File: src/sscr_pkg.sv
// Constants, register map and state types for the sync status and calibration register group.
// Assumes a 100 MHz system clock and 8-bit registers on word-aligned APB addresses.
`default_nettype none
package sscr_pkg;

  localparam logic [7:0] IDX_ACT = 8'h24;
  localparam logic [7:0] IDX_POL = 8'h25;
  localparam logic [7:0] IDX_CNT_HI = 8'h26;
  localparam logic [7:0] IDX_CNT_LO = 8'h27;
  localparam logic [7:0] IDX_TEST_ONE = 8'h28;
  localparam logic [7:0] IDX_TEST_TWO = 8'h29;
  localparam logic [7:0] IDX_TEST_THREE = 8'h2a;
  localparam logic [7:0] IDX_TEST_FOUR = 8'h2b;
  localparam logic [7:0] IDX_OFS_HOLD = 8'h2c;
  localparam logic [7:0] IDX_TEST_FIVE = 8'h2d;
  localparam logic [7:0] IDX_TEST_SIX = 8'h2e;
  localparam logic [7:0] IDX_SRC_SEL = 8'h30;
  localparam logic [7:0] IDX_CAL_STAT = 8'h31;
  localparam logic [7:0] IDX_GREEN_FILT = 8'h34;
  localparam logic [7:0] IDX_GEAR = 8'h36;
  localparam logic [7:0] IDX_GAIN = 8'h3c;

  localparam int OFS_HOLD_BIT = 4;
  localparam int GREEN_FILT_BIT = 2;
  localparam int GEAR_BIT = 0;
  localparam int GAIN_HOLD_BIT = 3;
  localparam int EQ_FLAG_BIT = 1;
  localparam int SRC_SEL_BIT = 0;
  localparam logic [2:0] GAIN_EN_OFF = 3'h0;
  localparam logic [2:0] GAIN_EN_ON = 3'h6;
  localparam logic [7:0] REG_RESET = 8'h00;

  // Input order equals the bit order of the activity register.
  localparam int IN_CLAMP = 0;
  localparam int IN_HOLDOVER = 1;
  localparam int IN_GREEN_B = 2;
  localparam int IN_GREEN_A = 3;
  localparam int IN_FRAME_B = 4;
  localparam int IN_FRAME_A = 5;
  localparam int IN_LINE_B = 6;
  localparam int IN_LINE_A = 7;

  localparam int CLK_PERIOD_NS = 10;
  localparam int ACT_TIMEOUT_MS = 50;
  localparam int ACT_TIMEOUT_CYC = ACT_TIMEOUT_MS * 1000000 / CLK_PERIOD_NS;
  localparam int GREEN_MIN_NS = 250;
  localparam int GREEN_MIN_CYC = (GREEN_MIN_NS + CLK_PERIOD_NS - 1) / CLK_PERIOD_NS;
  localparam logic [3:0] SETTLE_UPDATES = 4'ha;

  typedef struct packed {
    logic [7:0] s1;
    logic [7:0] s2;
    logic [7:0] s3;
    logic [7:0] lvl;
    logic [7:0] act;
    logic [7:0][22:0] idle;
    logic [7:0][15:0] run;
    logic [7:0][15:0] hi_len;
    logic [7:0][15:0] lo_len;
    logic [1:0] g_out;
    logic [1:0][4:0] g_cnt;
    logic [15:0] line_per;
    logic [15:0] line_prev;
    logic eq_seen;
    logic eq_flag;
    logic [11:0] line_cnt;
    logic [11:0] lines;
    logic [7:0] test_one;
    logic [7:0] test_two;
    logic [7:0] test_five;
    logic [7:0] test_six;
    logic [7:0] ofs_reg;
    logic [7:0] green_reg;
    logic [7:0] gear_reg;
    logic [7:0] gain_reg;
    logic src_b;
    logic [3:0] ofs_upd;
    logic [3:0] gain_upd;
    logic ofs_run;
    logic gain_run;
    logic gain_on;
    logic low_gear;
    logic rdy;
    logic err;
    logic [31:0] rdata;
  } sscr_state_t;

endpackage : sscr_pkg
`default_nettype wire

File: src/sscr_regs.sv
// Sync status and calibration register group with an APB slave port.
// Assumes sync pins are asynchronous to mclk and calibration update ticks are mclk pulses.
//
// The implementer's own choice: the APB interface to the registers.
`timescale 1ns/100ps
`default_nettype none
module sscr_regs #(
  parameter int ACT_TIMEOUT_CYC = sscr_pkg::ACT_TIMEOUT_CYC
) (
  input wire logic mclk,
  input wire logic sys_rst,
  input wire logic psel,
  input wire logic penable,
  input wire logic pwrite,
  input wire logic [7:0] paddr,
  input wire logic [31:0] pwdata,
  output logic [31:0] prdata,
  output logic pready,
  output logic pslverr,
  input wire logic line_sync_in_a,
  input wire logic line_sync_in_b,
  input wire logic frame_sync_in_a,
  input wire logic frame_sync_in_b,
  input wire logic green_sync_in_a,
  input wire logic green_sync_in_b,
  input wire logic ext_clock_or_holdover_pin,
  input wire logic clamp_pin,
  input wire logic offset_update_tick,
  input wire logic gain_update_tick,
  output logic offset_update_en,
  output logic gain_update_en,
  output logic gain_match_on,
  output logic pll_oscillator_low_gear,
  output logic green_embedded_sync_a,
  output logic green_embedded_sync_b
);

  sscr_pkg::sscr_state_t q, d;

  function automatic logic hit(input logic [7:0] a, input logic [7:0] idx);
    hit = (a[7:2] == idx[5:0]) && (a[1:0] == 2'h0);
  endfunction : hit

  function automatic logic mapped(input logic [7:0] a);
    mapped = hit(a, sscr_pkg::IDX_ACT) || hit(a, sscr_pkg::IDX_POL) ||
      hit(a, sscr_pkg::IDX_CNT_HI) || hit(a, sscr_pkg::IDX_CNT_LO) ||
      hit(a, sscr_pkg::IDX_TEST_ONE) || hit(a, sscr_pkg::IDX_TEST_TWO) ||
      hit(a, sscr_pkg::IDX_TEST_THREE) || hit(a, sscr_pkg::IDX_TEST_FOUR) ||
      hit(a, sscr_pkg::IDX_OFS_HOLD) || hit(a, sscr_pkg::IDX_TEST_FIVE) ||
      hit(a, sscr_pkg::IDX_TEST_SIX) || hit(a, sscr_pkg::IDX_SRC_SEL) ||
      hit(a, sscr_pkg::IDX_CAL_STAT) || hit(a, sscr_pkg::IDX_GREEN_FILT) ||
      hit(a, sscr_pkg::IDX_GEAR) || hit(a, sscr_pkg::IDX_GAIN);
  endfunction : mapped

  // Polarity is positive when the high phase is the shorter one.
  function automatic logic pol(input sscr_pkg::sscr_state_t s, input int i);
    pol = s.hi_len[i] < s.lo_len[i];
  endfunction : pol

  function automatic logic [7:0] rd(input sscr_pkg::sscr_state_t s, input logic [7:0] a);
    rd = 8'h00;
    if (hit(a, sscr_pkg::IDX_ACT)) begin
      rd = s.act;
    end
    if (hit(a, sscr_pkg::IDX_POL)) begin
      rd[7] = pol(s, sscr_pkg::IN_LINE_A);
      rd[6] = pol(s, sscr_pkg::IN_LINE_B);
      rd[5] = pol(s, sscr_pkg::IN_FRAME_A);
      rd[4] = pol(s, sscr_pkg::IN_FRAME_B);
      rd[3] = pol(s, sscr_pkg::IN_HOLDOVER);
      rd[2] = pol(s, sscr_pkg::IN_CLAMP);
      rd[sscr_pkg::EQ_FLAG_BIT] = s.eq_flag;
    end
    if (hit(a, sscr_pkg::IDX_CNT_HI)) begin
      rd = s.lines[11:4];
    end
    if (hit(a, sscr_pkg::IDX_CNT_LO)) begin
      rd = {s.lines[3:0], 4'h0};
    end
    if (hit(a, sscr_pkg::IDX_TEST_ONE)) begin
      rd = s.test_one;
    end
    if (hit(a, sscr_pkg::IDX_TEST_THREE) || hit(a, sscr_pkg::IDX_TEST_FOUR)) begin
      rd = 8'h00;
    end
    if (hit(a, sscr_pkg::IDX_TEST_TWO)) begin
      rd = s.test_two;
    end
    if (hit(a, sscr_pkg::IDX_OFS_HOLD)) begin
      rd = s.ofs_reg;
    end
    if (hit(a, sscr_pkg::IDX_TEST_FIVE)) begin
      rd = s.test_five;
    end
    if (hit(a, sscr_pkg::IDX_TEST_SIX)) begin
      rd = s.test_six;
    end
    if (hit(a, sscr_pkg::IDX_SRC_SEL)) begin
      rd[sscr_pkg::SRC_SEL_BIT] = s.src_b;
    end
    if (hit(a, sscr_pkg::IDX_CAL_STAT)) begin
      rd[0] = (s.ofs_upd == sscr_pkg::SETTLE_UPDATES);
      rd[1] = (s.gain_upd == sscr_pkg::SETTLE_UPDATES);
    end
    if (hit(a, sscr_pkg::IDX_GREEN_FILT)) begin
      rd = s.green_reg;
    end
    if (hit(a, sscr_pkg::IDX_GEAR)) begin
      rd = s.gear_reg;
    end
    if (hit(a, sscr_pkg::IDX_GAIN)) begin
      rd = s.gain_reg;
    end
  endfunction : rd

  logic [7:0] pins;
  assign pins = {line_sync_in_a, line_sync_in_b, frame_sync_in_a, frame_sync_in_b,
    green_sync_in_a, green_sync_in_b, ext_clock_or_holdover_pin, clamp_pin};

  always_comb begin
    logic [7:0] edge_seen;
    logic [7:0] wd;
    logic wr;
    logic line_lvl;
    logic line_old;
    logic line_lead;
    logic frame_lead;
    logic eq_now;
    int li;
    int fi;
    edge_seen = 8'h00;
    wd = pwdata[7:0];
    wr = 1'b0;
    line_lvl = 1'b0;
    line_old = 1'b0;
    line_lead = 1'b0;
    frame_lead = 1'b0;
    eq_now = 1'b0;
    li = 0;
    fi = 0;
    d = q;
    d.s1 = pins;
    d.s2 = q.s1;
    d.s3 = q.s2;
    for (int i = 0; i < 8; i++) begin
      // A pin change counts only once the later two stages agree.
      if (q.s2[i] == q.s3[i] && q.s3[i] != q.lvl[i]) begin
        d.lvl[i] = q.s3[i];
        edge_seen[i] = 1'b1;
      end
      if (edge_seen[i]) begin
        d.act[i] = 1'b1;
        d.idle[i] = 23'h0;
        d.run[i] = 16'h0;
        if (q.lvl[i]) begin
          d.hi_len[i] = q.run[i];
        end else begin
          d.lo_len[i] = q.run[i];
        end
      end else begin
        if (q.idle[i] >= 23'(ACT_TIMEOUT_CYC - 1)) begin
          d.act[i] = 1'b0;
        end else begin
          d.idle[i] = q.idle[i] + 23'h1;
        end
        if (q.run[i] != 16'hffff) begin
          d.run[i] = q.run[i] + 16'h1;
        end
      end
    end
    for (int g = 0; g < 2; g++) begin
      if (!q.green_reg[sscr_pkg::GREEN_FILT_BIT] ||
          q.lvl[sscr_pkg::IN_GREEN_B + g] == q.g_out[g]) begin
        d.g_out[g] = q.lvl[sscr_pkg::IN_GREEN_B + g];
        d.g_cnt[g] = 5'h0;
      end else if (q.g_cnt[g] >= 5'(sscr_pkg::GREEN_MIN_CYC - 1)) begin
        d.g_out[g] = q.lvl[sscr_pkg::IN_GREEN_B + g];
        d.g_cnt[g] = 5'h0;
      end else begin
        d.g_cnt[g] = q.g_cnt[g] + 5'h1;
      end
    end
    li = q.src_b ? sscr_pkg::IN_LINE_B : sscr_pkg::IN_LINE_A;
    fi = q.src_b ? sscr_pkg::IN_FRAME_B : sscr_pkg::IN_FRAME_A;
    line_lvl = d.lvl[li];
    line_old = q.lvl[li];
    // Leading edge follows the measured polarity of each sync.
    line_lead = edge_seen[li] && (line_lvl == pol(q, li)) && (line_old != line_lvl);
    frame_lead = edge_seen[fi] && (d.lvl[fi] == pol(q, fi));
    if (q.line_per != 16'hffff) begin
      d.line_per = q.line_per + 16'h1;
    end
    if (line_lead) begin
      d.line_per = 16'h0;
      d.line_prev = q.line_per;
      eq_now = q.line_per < {1'b0, q.line_prev[15:1]};
      if (q.line_cnt != 12'hfff) begin
        d.line_cnt = q.line_cnt + 12'h1;
      end
    end
    if (frame_lead) begin
      d.lines = q.line_cnt;
      d.line_cnt = line_lead ? 12'h1 : 12'h0;
      d.eq_flag = q.eq_seen || eq_now;
      d.eq_seen = 1'b0;
    end else if (eq_now) begin
      d.eq_seen = 1'b1;
    end
    d.rdy = 1'b0;
    d.err = 1'b0;
    if (psel && penable && !q.rdy) begin
      d.rdy = 1'b1;
      d.err = !mapped(paddr);
      d.rdata = pwrite ? 32'h0 : {24'h0, rd(q, paddr)};
    end
    wr = psel && penable && q.rdy && pwrite && !q.err;
    // test fields one, two, five and six stay writable for software; three and four are not stored
    if (wr && hit(paddr, sscr_pkg::IDX_TEST_ONE)) begin
      d.test_one = wd;
    end
    if (wr && hit(paddr, sscr_pkg::IDX_TEST_TWO)) begin
      d.test_two = wd;
    end
    if (wr && hit(paddr, sscr_pkg::IDX_TEST_FIVE)) begin
      d.test_five = wd;
    end
    if (wr && hit(paddr, sscr_pkg::IDX_TEST_SIX)) begin
      d.test_six = wd;
    end
    if (wr && hit(paddr, sscr_pkg::IDX_OFS_HOLD)) begin
      d.ofs_reg = wd;
    end
    if (wr && hit(paddr, sscr_pkg::IDX_GREEN_FILT)) begin
      d.green_reg = wd;
    end
    if (wr && hit(paddr, sscr_pkg::IDX_GEAR)) begin
      d.gear_reg = wd;
    end
    if (wr && hit(paddr, sscr_pkg::IDX_GAIN)) begin
      d.gain_reg = wd;
    end
    if (wr && hit(paddr, sscr_pkg::IDX_SRC_SEL)) begin
      d.src_b = wd[sscr_pkg::SRC_SEL_BIT];
    end
    // update count restarts when a hold bit rises
    if (q.ofs_run && offset_update_tick && q.ofs_upd != sscr_pkg::SETTLE_UPDATES) begin
      d.ofs_upd = q.ofs_upd + 4'h1;
    end
    if (wr && hit(paddr, sscr_pkg::IDX_OFS_HOLD) && wd[sscr_pkg::OFS_HOLD_BIT] &&
        !q.ofs_reg[sscr_pkg::OFS_HOLD_BIT]) begin
      d.ofs_upd = 4'h0;
    end
    if (q.gain_run && gain_update_tick && q.gain_upd != sscr_pkg::SETTLE_UPDATES) begin
      d.gain_upd = q.gain_upd + 4'h1;
    end
    if (wr && hit(paddr, sscr_pkg::IDX_GAIN) && wd[sscr_pkg::GAIN_HOLD_BIT] &&
        !q.gain_reg[sscr_pkg::GAIN_HOLD_BIT]) begin
      d.gain_upd = 4'h0;
    end
    d.ofs_run = q.ofs_reg[sscr_pkg::OFS_HOLD_BIT];
    d.gain_on = (q.gain_reg[2:0] == sscr_pkg::GAIN_EN_ON);
    d.gain_run = q.gain_reg[sscr_pkg::GAIN_HOLD_BIT] && (q.gain_reg[2:0] == sscr_pkg::GAIN_EN_ON);
    d.low_gear = q.gear_reg[sscr_pkg::GEAR_BIT];
  end

  always_ff @(posedge mclk) begin
    if (sys_rst) begin
      q <= '0;
    end else begin
      q <= d;
    end
  end

  assign prdata = q.rdata;
  assign pready = q.rdy;
  assign pslverr = q.err;
  assign offset_update_en = q.ofs_run;
  assign gain_update_en = q.gain_run;
  assign gain_match_on = q.gain_on;
  assign pll_oscillator_low_gear = q.low_gear;
  assign green_embedded_sync_a = q.g_out[1];
  assign green_embedded_sync_b = q.g_out[0];

endmodule : sscr_regs
`default_nettype wire

File: config.mk
export PLATFORM = sky130hd
export DESIGN_NAME = sscr_regs
export DESIGN_NICKNAME = d
export VERILOG_FILES = /design/src/sscr_pkg.sv /design/src/sscr_regs.sv
export SDC_FILE = /design/constraint.sdc
export NUM_CORES = 2
export LEC_CHECK = 0
export ABC_AREA = 1
export ABC_CLOCK_PERIOD_IN_PS = 4100
export BUFFER_PORTS_ARGS = -buffer_cell sky130_fd_sc_hd__buf_2
export CAP_MARGIN = 25
export CORE_MARGIN = 4
export CORE_UTILIZATION = 50
export CTS_BUF_LIST = sky130_fd_sc_hd__clkbuf_8
export DETAILED_ROUTE_END_ITERATION = 8
export GPL_TIMING_DRIVEN = 0
export PLACE_DENSITY = 0.64
export SLEW_MARGIN = 20
export SYNTH_ARGS = -nofsm -noshare
export SYNTH_HDL_FRONTEND = slang
export SYNTH_SLANG_ARGS = --single-unit
File: constraint.sdc
create_clock -name mclk -period 4.1 [get_ports mclk]
set_clock_uncertainty 0.05 [all_clocks]
set_input_delay 0.205 -clock mclk [delete_from_list [all_inputs] [get_ports mclk]]
set_output_delay 0.205 -clock mclk [all_outputs]
set_load 0.02 [all_outputs]
==> results.cfg <==
[min_path]
hp-class = in -> reg

[detailed_routing]
wl_per_cell_um = 14.9
drc = 0
detail-route-antenna-nets = 0
route.vias.total = 30900
drt-initial-drc-count = 2029
first_pass_iters = 6
drt_wl_total_mm = 87.8
post_drt_via_cell_ratio = 5.24

[place]
post-place-ws_ns = 0.105
placed_area_mm2 = 0.0349
port_buffers = 45
hpwl_mm = 64.9
gp_congestion = 0.919

[die]
io_pins = 95
core_area_mm2 = 0.0661
die_area_mm2 = 0.0712
initial_utilization = 0.507
die_w_um = 267
fp.dieH_um = 267
num_rows = 94

[sta]
rsz0062_at_grt = no
fin_crit_sh = 0.918
tns_ns = 0
setup_slack_ns = 0.335
worst_pin_slew_ns = 1.03
setup_violations = 0
hold_viol = 0
clock.fmax_mhz = 266
post-route-min-period_ns = 3.77
slew_headroom = 0.315
drv_slew = 0

[cells_and_area]
nFillCells = 6469
syn2layout_area_growth_pct = 12.0
nets = 5157
drive_above_1_share = 0.0723
finalInstanceArea_mm2 = 0.0375

[synth]
syn-cell-area_mm2 = 0.0335
synth_edf_count = 0
ys_seq_elements = 668
yosysUniqueCellTypes = 61
yosysSeqAreaShare = 0.399
synth_flop_cell = dfxtp_1
yosysTopAreaCellShare = 0.399
ys_async_sr_fraction = 0
yosysTopAreaCell = dfxtp_1
post_synth_inst_count = 4736
synth_area_per_cell_um2 = 7.07
yosys-top-cells-area = dfxtp_1 40%, nand2_1 9.1%, a21oi_1 8.2%
yosysWarnings = 0

[clock_network]
cts.clk_slew.worst_paths_ns = 0.06
postCtsSetupRepairBufs = 0
numCtsBuffers = 114
cts_tree = built
htree_levels = 3
clockRootBuffer = clkbuf_8
clockBufferDepth = 3
clk_latency_ns = 0.74
cts_sinks = 668

[critical_path]
worstSetupPathType = reg -> reg
max_stage_delay_ns = 0.42
cp_num_buf_inv = 4
start_kind = register
path_cells = buf_2 > clkbuf_2 > clkbuf_1 > o21ai_0 > ha_1 > a21oi_1 > o21ai_0 > a21oi_1 > nand3_1 > nand3_1 > clkbuf_1 > o21ai_0 > a21oi_1
cp.required_ns = 4.67
worst_ep_arrival_time_ns = 4.34
cp-end-kind = register
crit_path_top_delay_cell = clkbuf_1
crit_fanout = 10
crit_family = buffers and inverters

[global_routing]
grt_max_degree = 17
track_usage = 0.243
grt_pass1_wl_mm = 144
grt_pass1_vias = 28600
overflow = 0
antenna_found_initial = 2

[pwr]
irDropWorstVdd_v = 0.000295
leakage_nw = 14.8
power_density_mw_per_mm2 = 353

[status]
status = finished clean

[job]
max_cap_viol_count = 0
## report_power, final
part	leakage, nW	switching (mW)	internal [mW]
logic	8.06	0.366	0.165
clock network	1.35	2.76	3.33
registers	5.39	0.0484	6.56
## sequential cells by signal, summed over array words and instances, names as in the netlist
signal and cells:
green_embedded_sync_a 1, gain_match_on 1, pll_oscillator_low_gear 1, gain_update_en 1, prdata 8, pslverr 1
offset_update_en 1, pready 1, q 634, d 18, green_embedded_sync_b 1
## cell usage after synthesis, drive strengths merged, types with 2 or more instances
cell       n
nor3b     14
o22ai     20
o21a       9
nor3     142
a21o       4
clkinv     8
o21ai    476
a211oi    19
nand2    818
o2111ai    3
o31ai      3
xnor2     24
and3       2
a31o       4
buf       55
nor4      59
o311ai     2
nand4     97
nor2     471
or2       35
a221oi     5
xor2      74
dfxtp    668
nand3    190
a31oi     20
inv      663
o211ai     4
o21bai     7
and2       2
clkbuf   123
ha       156
nand3b     5
a21oi    546
## path summary, 6_finish.rpt
check        slack (ns)  cells past startpoint  startpoint      to
min reg2reg        0.35                      2      d[779]  d[771]
min                0.07                      5        psel  pready
max reg2reg        0.33                     13       q[46]  q[147]
max                0.33                     13       q[46]  q[147]
## routing by layer
layer	track usage	part of all wire	vias up
met3	0.0455	0.055	168
li1	-	-	16100
met4	0.0804	0.031	0
met5	0	0	-
met2	0.386	0.44	690
met1	0.334	0.48	14000
## metrics by stage
| stage | cells | total power [mW] | hold slack [ns] | utilization |
|---|---|---|---|---|
| 3_3_place_gp | 5668 | 7.25 | 0.350 | 0.528 |
| 3_5_place_dp | 5669 | 7.25 | 0.346 | 0.528 |
| 6_report | 5901 | 13.2 | 0.0668 | 0.568 |
| 2_1_floorplan | 4759 | 7.07 | 0.262 | - |
| 4_1_cts | 5898 | 13.4 | 0.00215 | 0.567 |
| 5_1_grt | 5899 | 13.8 | 0.0766 | 0.568 |
## placed cells by master (no fill, tap or decap), drive strengths merged, types with 142 or more instances in the layout
master and n:
nor3 142, dfxtp 668, clkbuf 272, a21oi 546, nor2 471, o21ai 476
nand3 190, ha 156, inv 702, nand2 818
## worst register-to-register path, cell delays in order, from the launching register on
cell and delay (ns):
dfxtp_1 0.30, buf_2 0.27, clkbuf_2 0.39, clkbuf_1 0.41
o21ai_0 0.18, ha_1 0.34, a21oi_1 0.17, o21ai_0 0.11
a21oi_1 0.33, nand3_1 0.18, nand3_1 0.23, clkbuf_1 0.42
o21ai_0 0.14, a21oi_1 0.13
## kinds of logic after synthesis
family,after synthesis,synth area share
buffers and inverters,849,0.0997
AO/OA/AOI/OAI,1127,0.176
other,1,0.000112
flip-flops,668,0.399
adder cells (fa/ha/maj),156,0.0583
AND/OR/NAND/NOR,1837,0.241
XOR/XNOR,98,0.0256
## what timing repair did
action	4_1_cts	5_1_grt
endpoints found under the setup margin	0	45
gates resized for setup	0	6
hold buffers	25	0
endpoints found under the hold margin	91	0
## final cells by class
class                           instances  area (µm²)  area share
Inverter                              671        2530      0.0673
Buffer                                177         815      0.0217
Tap cell                              864        1080      0.0288
Antenna cell                            3        7.51    0.000200
Multi-Input combinational cell       3242       16900       0.449
Clock inverter                         54         290     0.00774
Sequential cell                       668       13400       0.356
Timing Repair Buffer                   72         502      0.0134
Clock buffer                          150        2060      0.0550
Power figures use the tool's default switching activity.
